===== config.mk =====
export PLATFORM = sky130hd
export DESIGN_NAME = scpcr_regs
export DESIGN_NICKNAME = d
export VERILOG_FILES = /design/src/pkg/scpcr_pkg.sv /design/src/hw/scpcr_spi_slave.sv /design/src/hw/scpcr_regs.sv
export SDC_FILE = /design/constraint.sdc
export NUM_CORES = 1
export LEC_CHECK = 0
export BUFFER_PORTS_ARGS = -buffer_cell sky130_fd_sc_hd__buf_2
export CORE_MARGIN = 2
export CORE_UTILIZATION = 52
export DETAILED_ROUTE_END_ITERATION = 8
export PLACE_DENSITY = 0.69
export SETUP_SLACK_MARGIN = 0.3
export SLEW_MARGIN = 20
export SYNTH_ARGS = -nofsm -noshare
export SYNTH_HDL_FRONTEND = slang
export SYNTH_HIERARCHICAL = 1
export SYNTH_SLANG_ARGS = --single-unit

===== constraint.sdc =====
create_clock -name ref_clk -period 3.1 [get_ports ref_clk]
set_input_delay 0 -clock ref_clk [delete_from_list [all_inputs] [get_ports ref_clk]]
set_output_delay 0 -clock ref_clk [all_outputs]
set_load 0.02 [all_outputs]

===== src/pkg/scpcr_pkg.sv =====
package scpcr_pkg;

    // ------------------------------------------------------------------
    // Serial port framing
    // ------------------------------------------------------------------
    localparam int ADDR_W = 9;
    localparam int DATA_W = 16;

    // ------------------------------------------------------------------
    // Register addresses (word index on the serial port)
    // ------------------------------------------------------------------
    localparam logic [8:0] ADDR_PLL_POWER   = 9'h010;
    localparam logic [8:0] ADDR_PLL_RSV     = 9'h011;
    localparam logic [8:0] ADDR_IO_CLKIN    = 9'h014;
    localparam logic [8:0] ADDR_PLL_LOCK    = 9'h018;
    localparam logic [8:0] ADDR_LOCK_RSV_A  = 9'h01A;
    localparam logic [8:0] ADDR_LOCK_RSV_B  = 9'h01B;
    localparam logic [8:0] ADDR_CLK_GEN     = 9'h020;
    localparam logic [8:0] ADDR_GEN_LOGIC   = 9'h022;
    localparam logic [8:0] ADDR_PIXEL_CORE  = 9'h028;

    // ------------------------------------------------------------------
    // Read/write register table: index, address, reset, writable mask
    // ------------------------------------------------------------------
    localparam int RW_N = 8;
    localparam int IDX_PLL_POWER  = 0;
    localparam int IDX_PLL_RSV    = 1;
    localparam int IDX_IO_CLKIN   = 2;
    localparam int IDX_LOCK_RSV_A = 3;
    localparam int IDX_LOCK_RSV_B = 4;
    localparam int IDX_CLK_GEN    = 5;
    localparam int IDX_GEN_LOGIC  = 6;
    localparam int IDX_PIXEL_CORE = 7;

    localparam logic [8:0] RW_ADDR [RW_N] = '{ADDR_PLL_POWER, ADDR_PLL_RSV, ADDR_IO_CLKIN, ADDR_LOCK_RSV_A,
                                              ADDR_LOCK_RSV_B, ADDR_CLK_GEN, ADDR_GEN_LOGIC, ADDR_PIXEL_CORE};
    localparam logic [15:0] RW_RST [RW_N] = '{16'h0004, 16'h2113, 16'h0000, 16'h2182,
                                              16'h3D2D, 16'h0004, 16'h0000, 16'h0000};
    localparam logic [15:0] RW_MASK [RW_N] = '{16'h0007, 16'hFFFF, 16'h0701, 16'h7FFF,
                                               16'hFFFF, 16'h7F0F, 16'h0001, 16'h0007};

    // ------------------------------------------------------------------
    // Field positions
    // ------------------------------------------------------------------
    localparam int BIT_PLL_PWD_N     = 0;
    localparam int BIT_PLL_ENABLE    = 1;
    localparam int BIT_PLL_BYPASS    = 2;
    localparam int BIT_CLKIN_PWD_N   = 0;
    localparam int BIT_PLL_LOCK      = 0;
    localparam int BIT_ANALOG_CLK_EN = 0;
    localparam int BIT_LOGIC_CLK_EN  = 1;
    localparam int BIT_SEL_PLL       = 2;
    localparam int BIT_ADC_8BIT      = 3;
    localparam int BIT_LOGIC_ENABLE  = 0;
    localparam int BIT_IMC_PWD_N     = 0;
    localparam int BIT_MUX_PWD_N     = 1;
    localparam int BIT_COLBIAS_EN    = 2;

endpackage


===== src/hw/scpcr_spi_slave.sv =====
`timescale 1ns/1ps

module scpcr_spi_slave #(
    parameter int ADDR_W = 9,
    parameter int DATA_W = 16
) (
    // Clock and reset
    input  wire logic              ref_clk,
    input  wire logic              rst_b,
    // Serial configuration pins
    input  wire logic              spi_sclk,
    input  wire logic              spi_cs_b,
    input  wire logic              spi_mosi,
    output logic                   spi_miso,
    output logic                   spi_miso_oe,
    // Register side
    output logic [ADDR_W-1:0]      reg_addr,
    output logic                   reg_wr_stb,
    output logic [DATA_W-1:0]      reg_wdata,
    input  wire logic [DATA_W-1:0] reg_rdata
);

    localparam int CMD_BITS = ADDR_W + 1;
    localparam int CNT_W    = $clog2((CMD_BITS > DATA_W) ? CMD_BITS : DATA_W);

    typedef enum logic [1:0] {ST_CMD, ST_LOAD, ST_DATA, ST_DONE} scpcr_spi_st_t;

    scpcr_spi_st_t       st_r;
    logic                sclk_q_r;
    logic [CNT_W-1:0]    cnt_r;
    logic [CMD_BITS-1:0] cmd_r;
    logic [DATA_W-1:0]   data_r;
    logic [DATA_W-1:0]   tx_r;
    logic                wr_stb_r;

    // Pins are synchronous to ref_clk, so edges come from one delayed copy
    wire sclk_rise = spi_sclk & ~sclk_q_r;
    wire sclk_fall = ~spi_sclk & sclk_q_r;
    wire is_write  = cmd_r[0];

    assign reg_addr    = cmd_r[CMD_BITS-1:1];
    assign reg_wdata   = data_r;
    assign reg_wr_stb  = wr_stb_r;
    assign spi_miso    = tx_r[DATA_W-1];
    assign spi_miso_oe = ~spi_cs_b & ~is_write & ((st_r == ST_DATA) | (st_r == ST_LOAD));

    always_ff @(posedge ref_clk or negedge rst_b)
    begin
        if (!rst_b)
        begin
            st_r     <= ST_CMD;
            sclk_q_r <= 1'b0;
            cnt_r    <= '0;
            cmd_r    <= '0;
            data_r   <= '0;
            tx_r     <= '0;
            wr_stb_r <= 1'b0;
        end
        else
        begin
            sclk_q_r <= spi_sclk;
            wr_stb_r <= 1'b0;
            if (spi_cs_b)
            begin
                st_r  <= ST_CMD;
                cnt_r <= '0;
            end
            else
            begin
                case (st_r)
                    ST_CMD:
                    begin
                        if (sclk_rise)
                        begin
                            cmd_r <= {cmd_r[CMD_BITS-2:0], spi_mosi};
                            cnt_r <= (cnt_r == CNT_W'(CMD_BITS - 1)) ? '0 : cnt_r + 1'b1;
                            if (cnt_r == CNT_W'(CMD_BITS - 1))
                                st_r <= ST_LOAD;
                        end
                    end
                    ST_LOAD:
                    begin
                        tx_r <= reg_rdata;
                        st_r <= ST_DATA;
                    end
                    ST_DATA:
                    begin
                        if (sclk_rise)
                        begin
                            data_r <= {data_r[DATA_W-2:0], spi_mosi};
                            cnt_r  <= cnt_r + 1'b1;
                            if (cnt_r == CNT_W'(DATA_W - 1))
                            begin
                                st_r     <= ST_DONE;
                                wr_stb_r <= is_write;
                            end
                        end
                        else if (sclk_fall && cnt_r != '0)
                            tx_r <= {tx_r[DATA_W-2:0], 1'b0};
                    end
                    ST_DONE:
                        st_r <= ST_DONE;
                    default:
                        st_r <= ST_CMD;
                endcase
            end
        end
    end

endmodule


===== src/hw/scpcr_regs.sv =====
`timescale 1ns/1ps

// Overview of operation
// I/O register bit 0 powers down the clock input receiver; resets to 0.
// Clock generator bit 0 enables the analog clocks; reset disabled.
// Clock generator bit 1 enables the logic clock; reset disabled.
// Clock generator bit 2 picks PLL (1) or LVDS clock (0); resets to PLL.
// Clock generator bit 3 picks 8-bit (1) or 10-bit (0) conversion; reset 10-bit.
// General logic bit 0 is the master logic enable; reset disabled.
// Image core bit 0, active low, powers the pixel core; resets down.
// Image core bit 1, active low, powers the column multiplexer; resets down.
// PLL power bit 0, active low, powers the PLL; resets down.
// Software keeps reserved registers and fields at their default values.

module scpcr_regs #(
    parameter int ADDR_W = scpcr_pkg::ADDR_W,
    parameter int DATA_W = scpcr_pkg::DATA_W
) (
    // Clock and reset
    input  wire logic ref_clk,
    input  wire logic rst_b,
    // Serial configuration port
    input  wire logic spi_sclk,
    input  wire logic spi_cs_b,
    input  wire logic spi_mosi,
    output logic      spi_miso,
    output logic      spi_miso_oe,
    // Status from the analog side
    input  wire logic pll_lock_in,
    // PLL controls
    output logic      pll_pwd_n,
    output logic      pll_enable,
    output logic      pll_bypass,
    // Clock input and clock generator controls
    output logic      clock_in_pwd_n,
    output logic      analog_clk_en,
    output logic      logic_clk_en,
    output logic      clk_sel_pll,
    output logic      adc_8bit_mode,
    // Logic and image core controls
    output logic      logic_enable,
    output logic      pixel_core_pwd_n,
    output logic      col_mux_pwd_n,
    output logic      col_bias_en
);

    // ------------------------------------------------------------------
    // Elaboration checks
    // ------------------------------------------------------------------
    if (DATA_W != 16)
        $error("scpcr_regs: DATA_W must be 16");
    if (ADDR_W < 6 || ADDR_W > 9)
        $error("scpcr_regs: ADDR_W must lie in 6..9");

    // ------------------------------------------------------------------
    // Decoding
    // ------------------------------------------------------------------
    function automatic logic addr_is(input logic [ADDR_W-1:0] a, input logic [8:0] target);
        addr_is = ({{(9 - ADDR_W + 1){1'b0}}, a} == {1'b0, target});
    endfunction

    logic [ADDR_W-1:0] reg_addr;
    logic              reg_wr_stb;
    logic [DATA_W-1:0] reg_wdata;
    logic [DATA_W-1:0] reg_rdata;
    logic [DATA_W-1:0] rw_r [scpcr_pkg::RW_N];
    logic              lock_r;
    logic [scpcr_pkg::RW_N-1:0] rd_hit;
    logic [scpcr_pkg::RW_N-1:0] wr_hit;

    wire lock_hit = addr_is(reg_addr, scpcr_pkg::ADDR_PLL_LOCK);

    // ------------------------------------------------------------------
    // Serial port
    // ------------------------------------------------------------------
    scpcr_spi_slave #(
        .ADDR_W (ADDR_W),
        .DATA_W (DATA_W)
    ) u_spi (
        .ref_clk     (ref_clk),
        .rst_b       (rst_b),
        .spi_sclk    (spi_sclk),
        .spi_cs_b    (spi_cs_b),
        .spi_mosi    (spi_mosi),
        .spi_miso    (spi_miso),
        .spi_miso_oe (spi_miso_oe),
        .reg_addr    (reg_addr),
        .reg_wr_stb  (reg_wr_stb),
        .reg_wdata   (reg_wdata),
        .reg_rdata   (reg_rdata)
    );

    // ------------------------------------------------------------------
    // Read/write registers
    // ------------------------------------------------------------------
    // Undefined bits are not stored, so they read zero whatever is written
    for (genvar i = 0; i < scpcr_pkg::RW_N; i++)
    begin : g_rw
        assign rd_hit[i] = addr_is(reg_addr, scpcr_pkg::RW_ADDR[i]);
        assign wr_hit[i] = reg_wr_stb & rd_hit[i];

        always_ff @(posedge ref_clk or negedge rst_b)
        begin
            if (!rst_b)
                rw_r[i] <= scpcr_pkg::RW_RST[i];
            else if (wr_hit[i])
                rw_r[i] <= reg_wdata & scpcr_pkg::RW_MASK[i];
        end
    end

    // Lock status is read only; writes to its address are dropped
    always_ff @(posedge ref_clk or negedge rst_b)
    begin
        if (!rst_b)
            lock_r <= 1'b0;
        else
            lock_r <= pll_lock_in;
    end

    // ------------------------------------------------------------------
    // Read selection
    // ------------------------------------------------------------------
    always_comb
    begin
        reg_rdata = '0;
        for (int i = 0; i < scpcr_pkg::RW_N; i++)
        begin
            if (rd_hit[i])
                reg_rdata = rw_r[i];
        end
        if (lock_hit)
            reg_rdata = DATA_W'({lock_r} << scpcr_pkg::BIT_PLL_LOCK);
    end

    // ------------------------------------------------------------------
    // Control outputs
    // ------------------------------------------------------------------
    assign pll_pwd_n        = rw_r[scpcr_pkg::IDX_PLL_POWER][scpcr_pkg::BIT_PLL_PWD_N];
    assign pll_enable       = rw_r[scpcr_pkg::IDX_PLL_POWER][scpcr_pkg::BIT_PLL_ENABLE];
    assign pll_bypass       = rw_r[scpcr_pkg::IDX_PLL_POWER][scpcr_pkg::BIT_PLL_BYPASS];
    assign clock_in_pwd_n   = rw_r[scpcr_pkg::IDX_IO_CLKIN][scpcr_pkg::BIT_CLKIN_PWD_N];
    assign analog_clk_en    = rw_r[scpcr_pkg::IDX_CLK_GEN][scpcr_pkg::BIT_ANALOG_CLK_EN];
    assign logic_clk_en     = rw_r[scpcr_pkg::IDX_CLK_GEN][scpcr_pkg::BIT_LOGIC_CLK_EN];
    assign clk_sel_pll      = rw_r[scpcr_pkg::IDX_CLK_GEN][scpcr_pkg::BIT_SEL_PLL];
    assign adc_8bit_mode    = rw_r[scpcr_pkg::IDX_CLK_GEN][scpcr_pkg::BIT_ADC_8BIT];
    assign logic_enable     = rw_r[scpcr_pkg::IDX_GEN_LOGIC][scpcr_pkg::BIT_LOGIC_ENABLE];
    assign pixel_core_pwd_n = rw_r[scpcr_pkg::IDX_PIXEL_CORE][scpcr_pkg::BIT_IMC_PWD_N];
    assign col_mux_pwd_n    = rw_r[scpcr_pkg::IDX_PIXEL_CORE][scpcr_pkg::BIT_MUX_PWD_N];
    assign col_bias_en      = rw_r[scpcr_pkg::IDX_PIXEL_CORE][scpcr_pkg::BIT_COLBIAS_EN];

    // ------------------------------------------------------------------
    // Assertions
    // ------------------------------------------------------------------
    wire wr_io   = wr_hit[scpcr_pkg::IDX_IO_CLKIN];
    wire wr_cgen = wr_hit[scpcr_pkg::IDX_CLK_GEN];
    wire wr_gen  = wr_hit[scpcr_pkg::IDX_GEN_LOGIC];
    wire wr_imc  = wr_hit[scpcr_pkg::IDX_PIXEL_CORE];
    wire wr_pll  = wr_hit[scpcr_pkg::IDX_PLL_POWER];

    AST_CLKIN_WRITE: assert property (
        @(posedge ref_clk) disable iff (!rst_b)
        wr_io |=> (clock_in_pwd_n == $past(reg_wdata[scpcr_pkg::BIT_CLKIN_PWD_N])))
        else $error("clock input power-down does not follow write");

    AST_ANALOG_CLK: assert property (
        @(posedge ref_clk) disable iff (!rst_b)
        (wr_cgen && !reg_wdata[scpcr_pkg::BIT_ANALOG_CLK_EN]) |=> !analog_clk_en ##1 (!analog_clk_en || $past(wr_cgen)))
        else $error("analog clock enable wrong after write");

    AST_LOGIC_CLK: assert property (
        @(posedge ref_clk) disable iff (!rst_b)
        (wr_cgen && reg_wdata[scpcr_pkg::BIT_LOGIC_CLK_EN]) |=> logic_clk_en)
        else $error("logic clock not enabled after write");

    AST_SEL_STABLE: assert property (
        @(posedge ref_clk) disable iff (!rst_b)
        !wr_cgen |=> $stable(clk_sel_pll))
        else $error("clock source changed without a write");

    AST_ADC_MODE_READ: assert property (
        @(posedge ref_clk) disable iff (!rst_b)
        addr_is(reg_addr, scpcr_pkg::ADDR_CLK_GEN) |-> (reg_rdata[scpcr_pkg::BIT_ADC_8BIT] == adc_8bit_mode))
        else $error("conversion mode readback mismatch");

    AST_LOGIC_ENABLE: assert property (
        @(posedge ref_clk) disable iff (!rst_b)
        $rose(logic_enable) |-> $past(wr_gen))
        else $error("logic enable rose without a write");

    AST_PIXEL_CORE_READ: assert property (
        @(posedge ref_clk) disable iff (!rst_b)
        addr_is(reg_addr, scpcr_pkg::ADDR_PIXEL_CORE) |-> (reg_rdata[scpcr_pkg::BIT_IMC_PWD_N] == pixel_core_pwd_n))
        else $error("pixel core power readback mismatch");

    AST_COL_MUX_WRITE: assert property (
        @(posedge ref_clk) disable iff (!rst_b)
        wr_imc |=> (col_mux_pwd_n == $past(reg_wdata[scpcr_pkg::BIT_MUX_PWD_N])))
        else $error("column mux power does not follow write");

    AST_PLL_PWD: assert property (
        @(posedge ref_clk) disable iff (!rst_b)
        $changed(pll_pwd_n) |-> ($past(wr_pll) && (pll_pwd_n == $past(reg_wdata[scpcr_pkg::BIT_PLL_PWD_N]))))
        else $error("PLL power changed without a matching write");

endmodule


==> summary.md <==
| Metric | Value |
|---|---|
| Outcome | finished clean |
| Initial antenna violation count | 0 |
| Fmax | 0.395 GHz |
| Largest net degree at the start of global routing | 73 |
| Drc violations | 0 |
| Top-count cell post-synth | dfrtp_1 |
| Clk_lat worst skew | 0.52 ns |
| Via-per-instance ratio | 5.82 |
| First drt pass iteration count | 5 |
| Worst hold path startpoint | pll_lock_in |
| Num CTS Buffers | 17 |
| Avg Inst Size Synth | 12.3 um^2 |
| Hold Buf Count CTS | 5 |
| Post-synthesis register bit count | 120 |
| Syn_nets | 483 |
| TNS Setup | 0 ns |
| Synth top cells by count | 100 x dfrtp_1, 87 x mux2_2, 31 x nand2_1 |
| Number of post-CTS setup repair buffers | 0 |
| Rel. slew slack | 40.3% |
| Slew Viols, Final | 0 |
| Cells after synthesis | 471 |
| # setup viols final | 0 |
| I/O Buffers | 19 |
| GRT Overall Usage | 22.2% |
| Pwr/cell area | 672 nW/um^2 |
| Final min period | 2.53 ns |
| Post-detail-place hpwl | 8.09 mm |
| Post-synth top area share | 43.0% |
| Synth area leader | dfrtp_1 |
| Startpoint Class | flip-flop |
| WL/cell | 18.7 um |
| Grt total ovfl | 0 |
| Gpl congestion | 0.901 |
| Core area | 10900 um^2 |
| Worst r2r src | u_spi/cmd_r[3]$_DFFE_PN0P_ |
| Layout cells sized above 1 | 38.3% |
| Power Total | 4.50 mW |
| Crit end category | flip-flop |
| CTS tree | built |
| P&R area growth vs syn | 15.0% |
| Worst Skew | 0.0113 ns |
| Clock Path Buffers | 2 |
| Max rail drop VDD | 0.360 mV |
| Clock-pin transition on the worst setup and hold timing paths | 0.06 ns |
| Root Driver | clkbuf_8 |
| Worst Path Required | 3.53 ns |
| Vias in the first global route | 3775 |
| Syn. warnings | 6 |
| Via count | 3777 |
| Hold Vio Cnt, Final | 0 |
| Sequential-to-total area share from yosys stat | 52.1% |
| Top cells by area, synth | dfrtp_1 43%, mux2_2 17%, dfstp_2 9.0%, mux2i_1 3.4%, mux2_4 2.3% |
| Number of flops mapped to enable cells by yosys | 0 |
| Unique masters post-synth | 56 |
| Starting density of the core | 53.4% |
| Sink Count | 120 |
| First-pass GRT wire length | 19.8 mm |
| Layout fillers | 844 |
| H-tree levels | 4 |
| DRT iter0 DRCs | 233 |
| CP max FO | 13 |
| Die extent in y | 110 um |
| Total wire length | 12.2 mm |
| CP Class | flip-flop to flip-flop |
| Final ANT Viol Nets | 0 |
| Crit path DAT | 2.96 ns |
| Die X | 110 um |
| I/O pins | 20 |
| Die area | 12000 um^2 |
| Final Cycle Share | 81.7% |
| Final nets | 508 |
| Post-synth ARST share | 100% |
| Worst-Margin Slew | 0.895 ns |
| ANT cells | 0 |
| # rows | 38 |
| Max-Cap Viols | 0 |
| Synthesized area | 5810 um^2 |
| Crit path launch | u_spi/cmd_r[3]$_DFFE_PN0P_ |
| Post-CTS Resized | 0 |
| RSZ-0062 raised after global routing | no |
| Top_reg_cell synth | dfrtp_1 |
| Lkg Pwr | 3.01 nW |
| Hold WC Path Type | input port to flip-flop |
sequential cells by signal, summed over array words and instances (netlist names), 2 cells and up:
name             count
u_spi/reg_wdata     16
u_spi/cmd_r         10
rw_r                57
u_spi/tx_r          16
u_spi/st_r           2
u_spi/cnt_r          4
cell families (layout without fill, tap and decap cells):
group,count (synthesis),in the layout,share of synthesized area [%]
buf+inv,40,78,4.50
compound gates,84,84,9.06
simple gates,105,105,10.4
mux,116,116,22.6
flops,120,120,52.1
fa+ha+maj,6,6,1.29
power breakdown:
part           leakage (nW)  internal [mW]  switching (mW)
logic                  1.12          0.220           0.324
registers              1.58           1.62           0.133
clock network         0.311           1.47           0.726
layout by cell type, fill, tap and decap left out, drive strengths merged, types with 6 or more instances in the layout:
| cell type | count |
|---|---|
| o21ai | 36 |
| nor2 | 17 |
| a21oi | 17 |
| clkbuf | 17 |
| nor3 | 6 |
| mux2i | 20 |
| a22o | 6 |
| inv | 10 |
| mux2 | 96 |
| nand3 | 12 |
| buf | 32 |
| dfrtp | 100 |
| bufinv | 6 |
| dfstp | 20 |
| ha | 6 |
| nand2 | 32 |
worst max-delay path: stages, from the launching register on:
cell,delay (ns)
dfrtp_1,0.50
or3_1,0.53
or3_1,0.38
a221o_1,0.31
o21a_1,0.17
o32ai_1,0.16
nand2_1,0.11
nor2_1,0.10
a21oi_1,0.05
o21ai_0,0.14
through the flow:
step	util, %	cells	instance area (um^2)	setup slack, ns	hold slack [ns]
global route	61.4	649	6690	0.371	0.119
global placement	54.8	612	5970	0.708	0.108
floorplan	-	471	5810	0.827	-0.296
CTS	61.4	649	6690	0.556	0.104
finish	61.4	649	6690	0.569	0.134
detailed placement	54.8	612	5970	0.663	0.109
path summary, 6_finish.rpt:
kind	to	slack (ns)	cells after the start
worst max-delay path	u_spi/tx_r[0]$_DFFE_PN0P_	0.57	9
worst min-delay path	lock_r$_DFF_PN0_	0.13	2
worst max register to register	u_spi/tx_r[0]$_DFFE_PN0P_	0.57	9
worst min register to register	u_spi/tx_r[15]$_DFFE_PN0P_	0.48	2
max in group asynchronous	rw_r[48]$_DFFE_PN1P_	2.12	3
min in group asynchronous	u_spi/cnt_r[3]$_DFFE_PN0P_	0.14	2
layer usage:
metal	vias to the layer above	wire length, um	global-route usage, %
met2	100	5720	33.2
met4	0	182	9.13
met1	1893	5620	31.0
met5	-	0	0
met3	17	639	5.39
li1	1767	-	-
cell type report:
type / instances / area, um^2 / area share [%]
inverters: 9 / 36.3 / 0.543
clock buffers: 17 / 414 / 6.20
repair buffers: 37 / 258 / 3.86
clock inverters: 15 / 250 / 3.74
multi-input cells: 311 / 2520 / 37.8
well taps: 140 / 175 / 2.62
flip-flops and latches: 120 / 3030 / 45.3
Power figures use the tool's default switching activity.
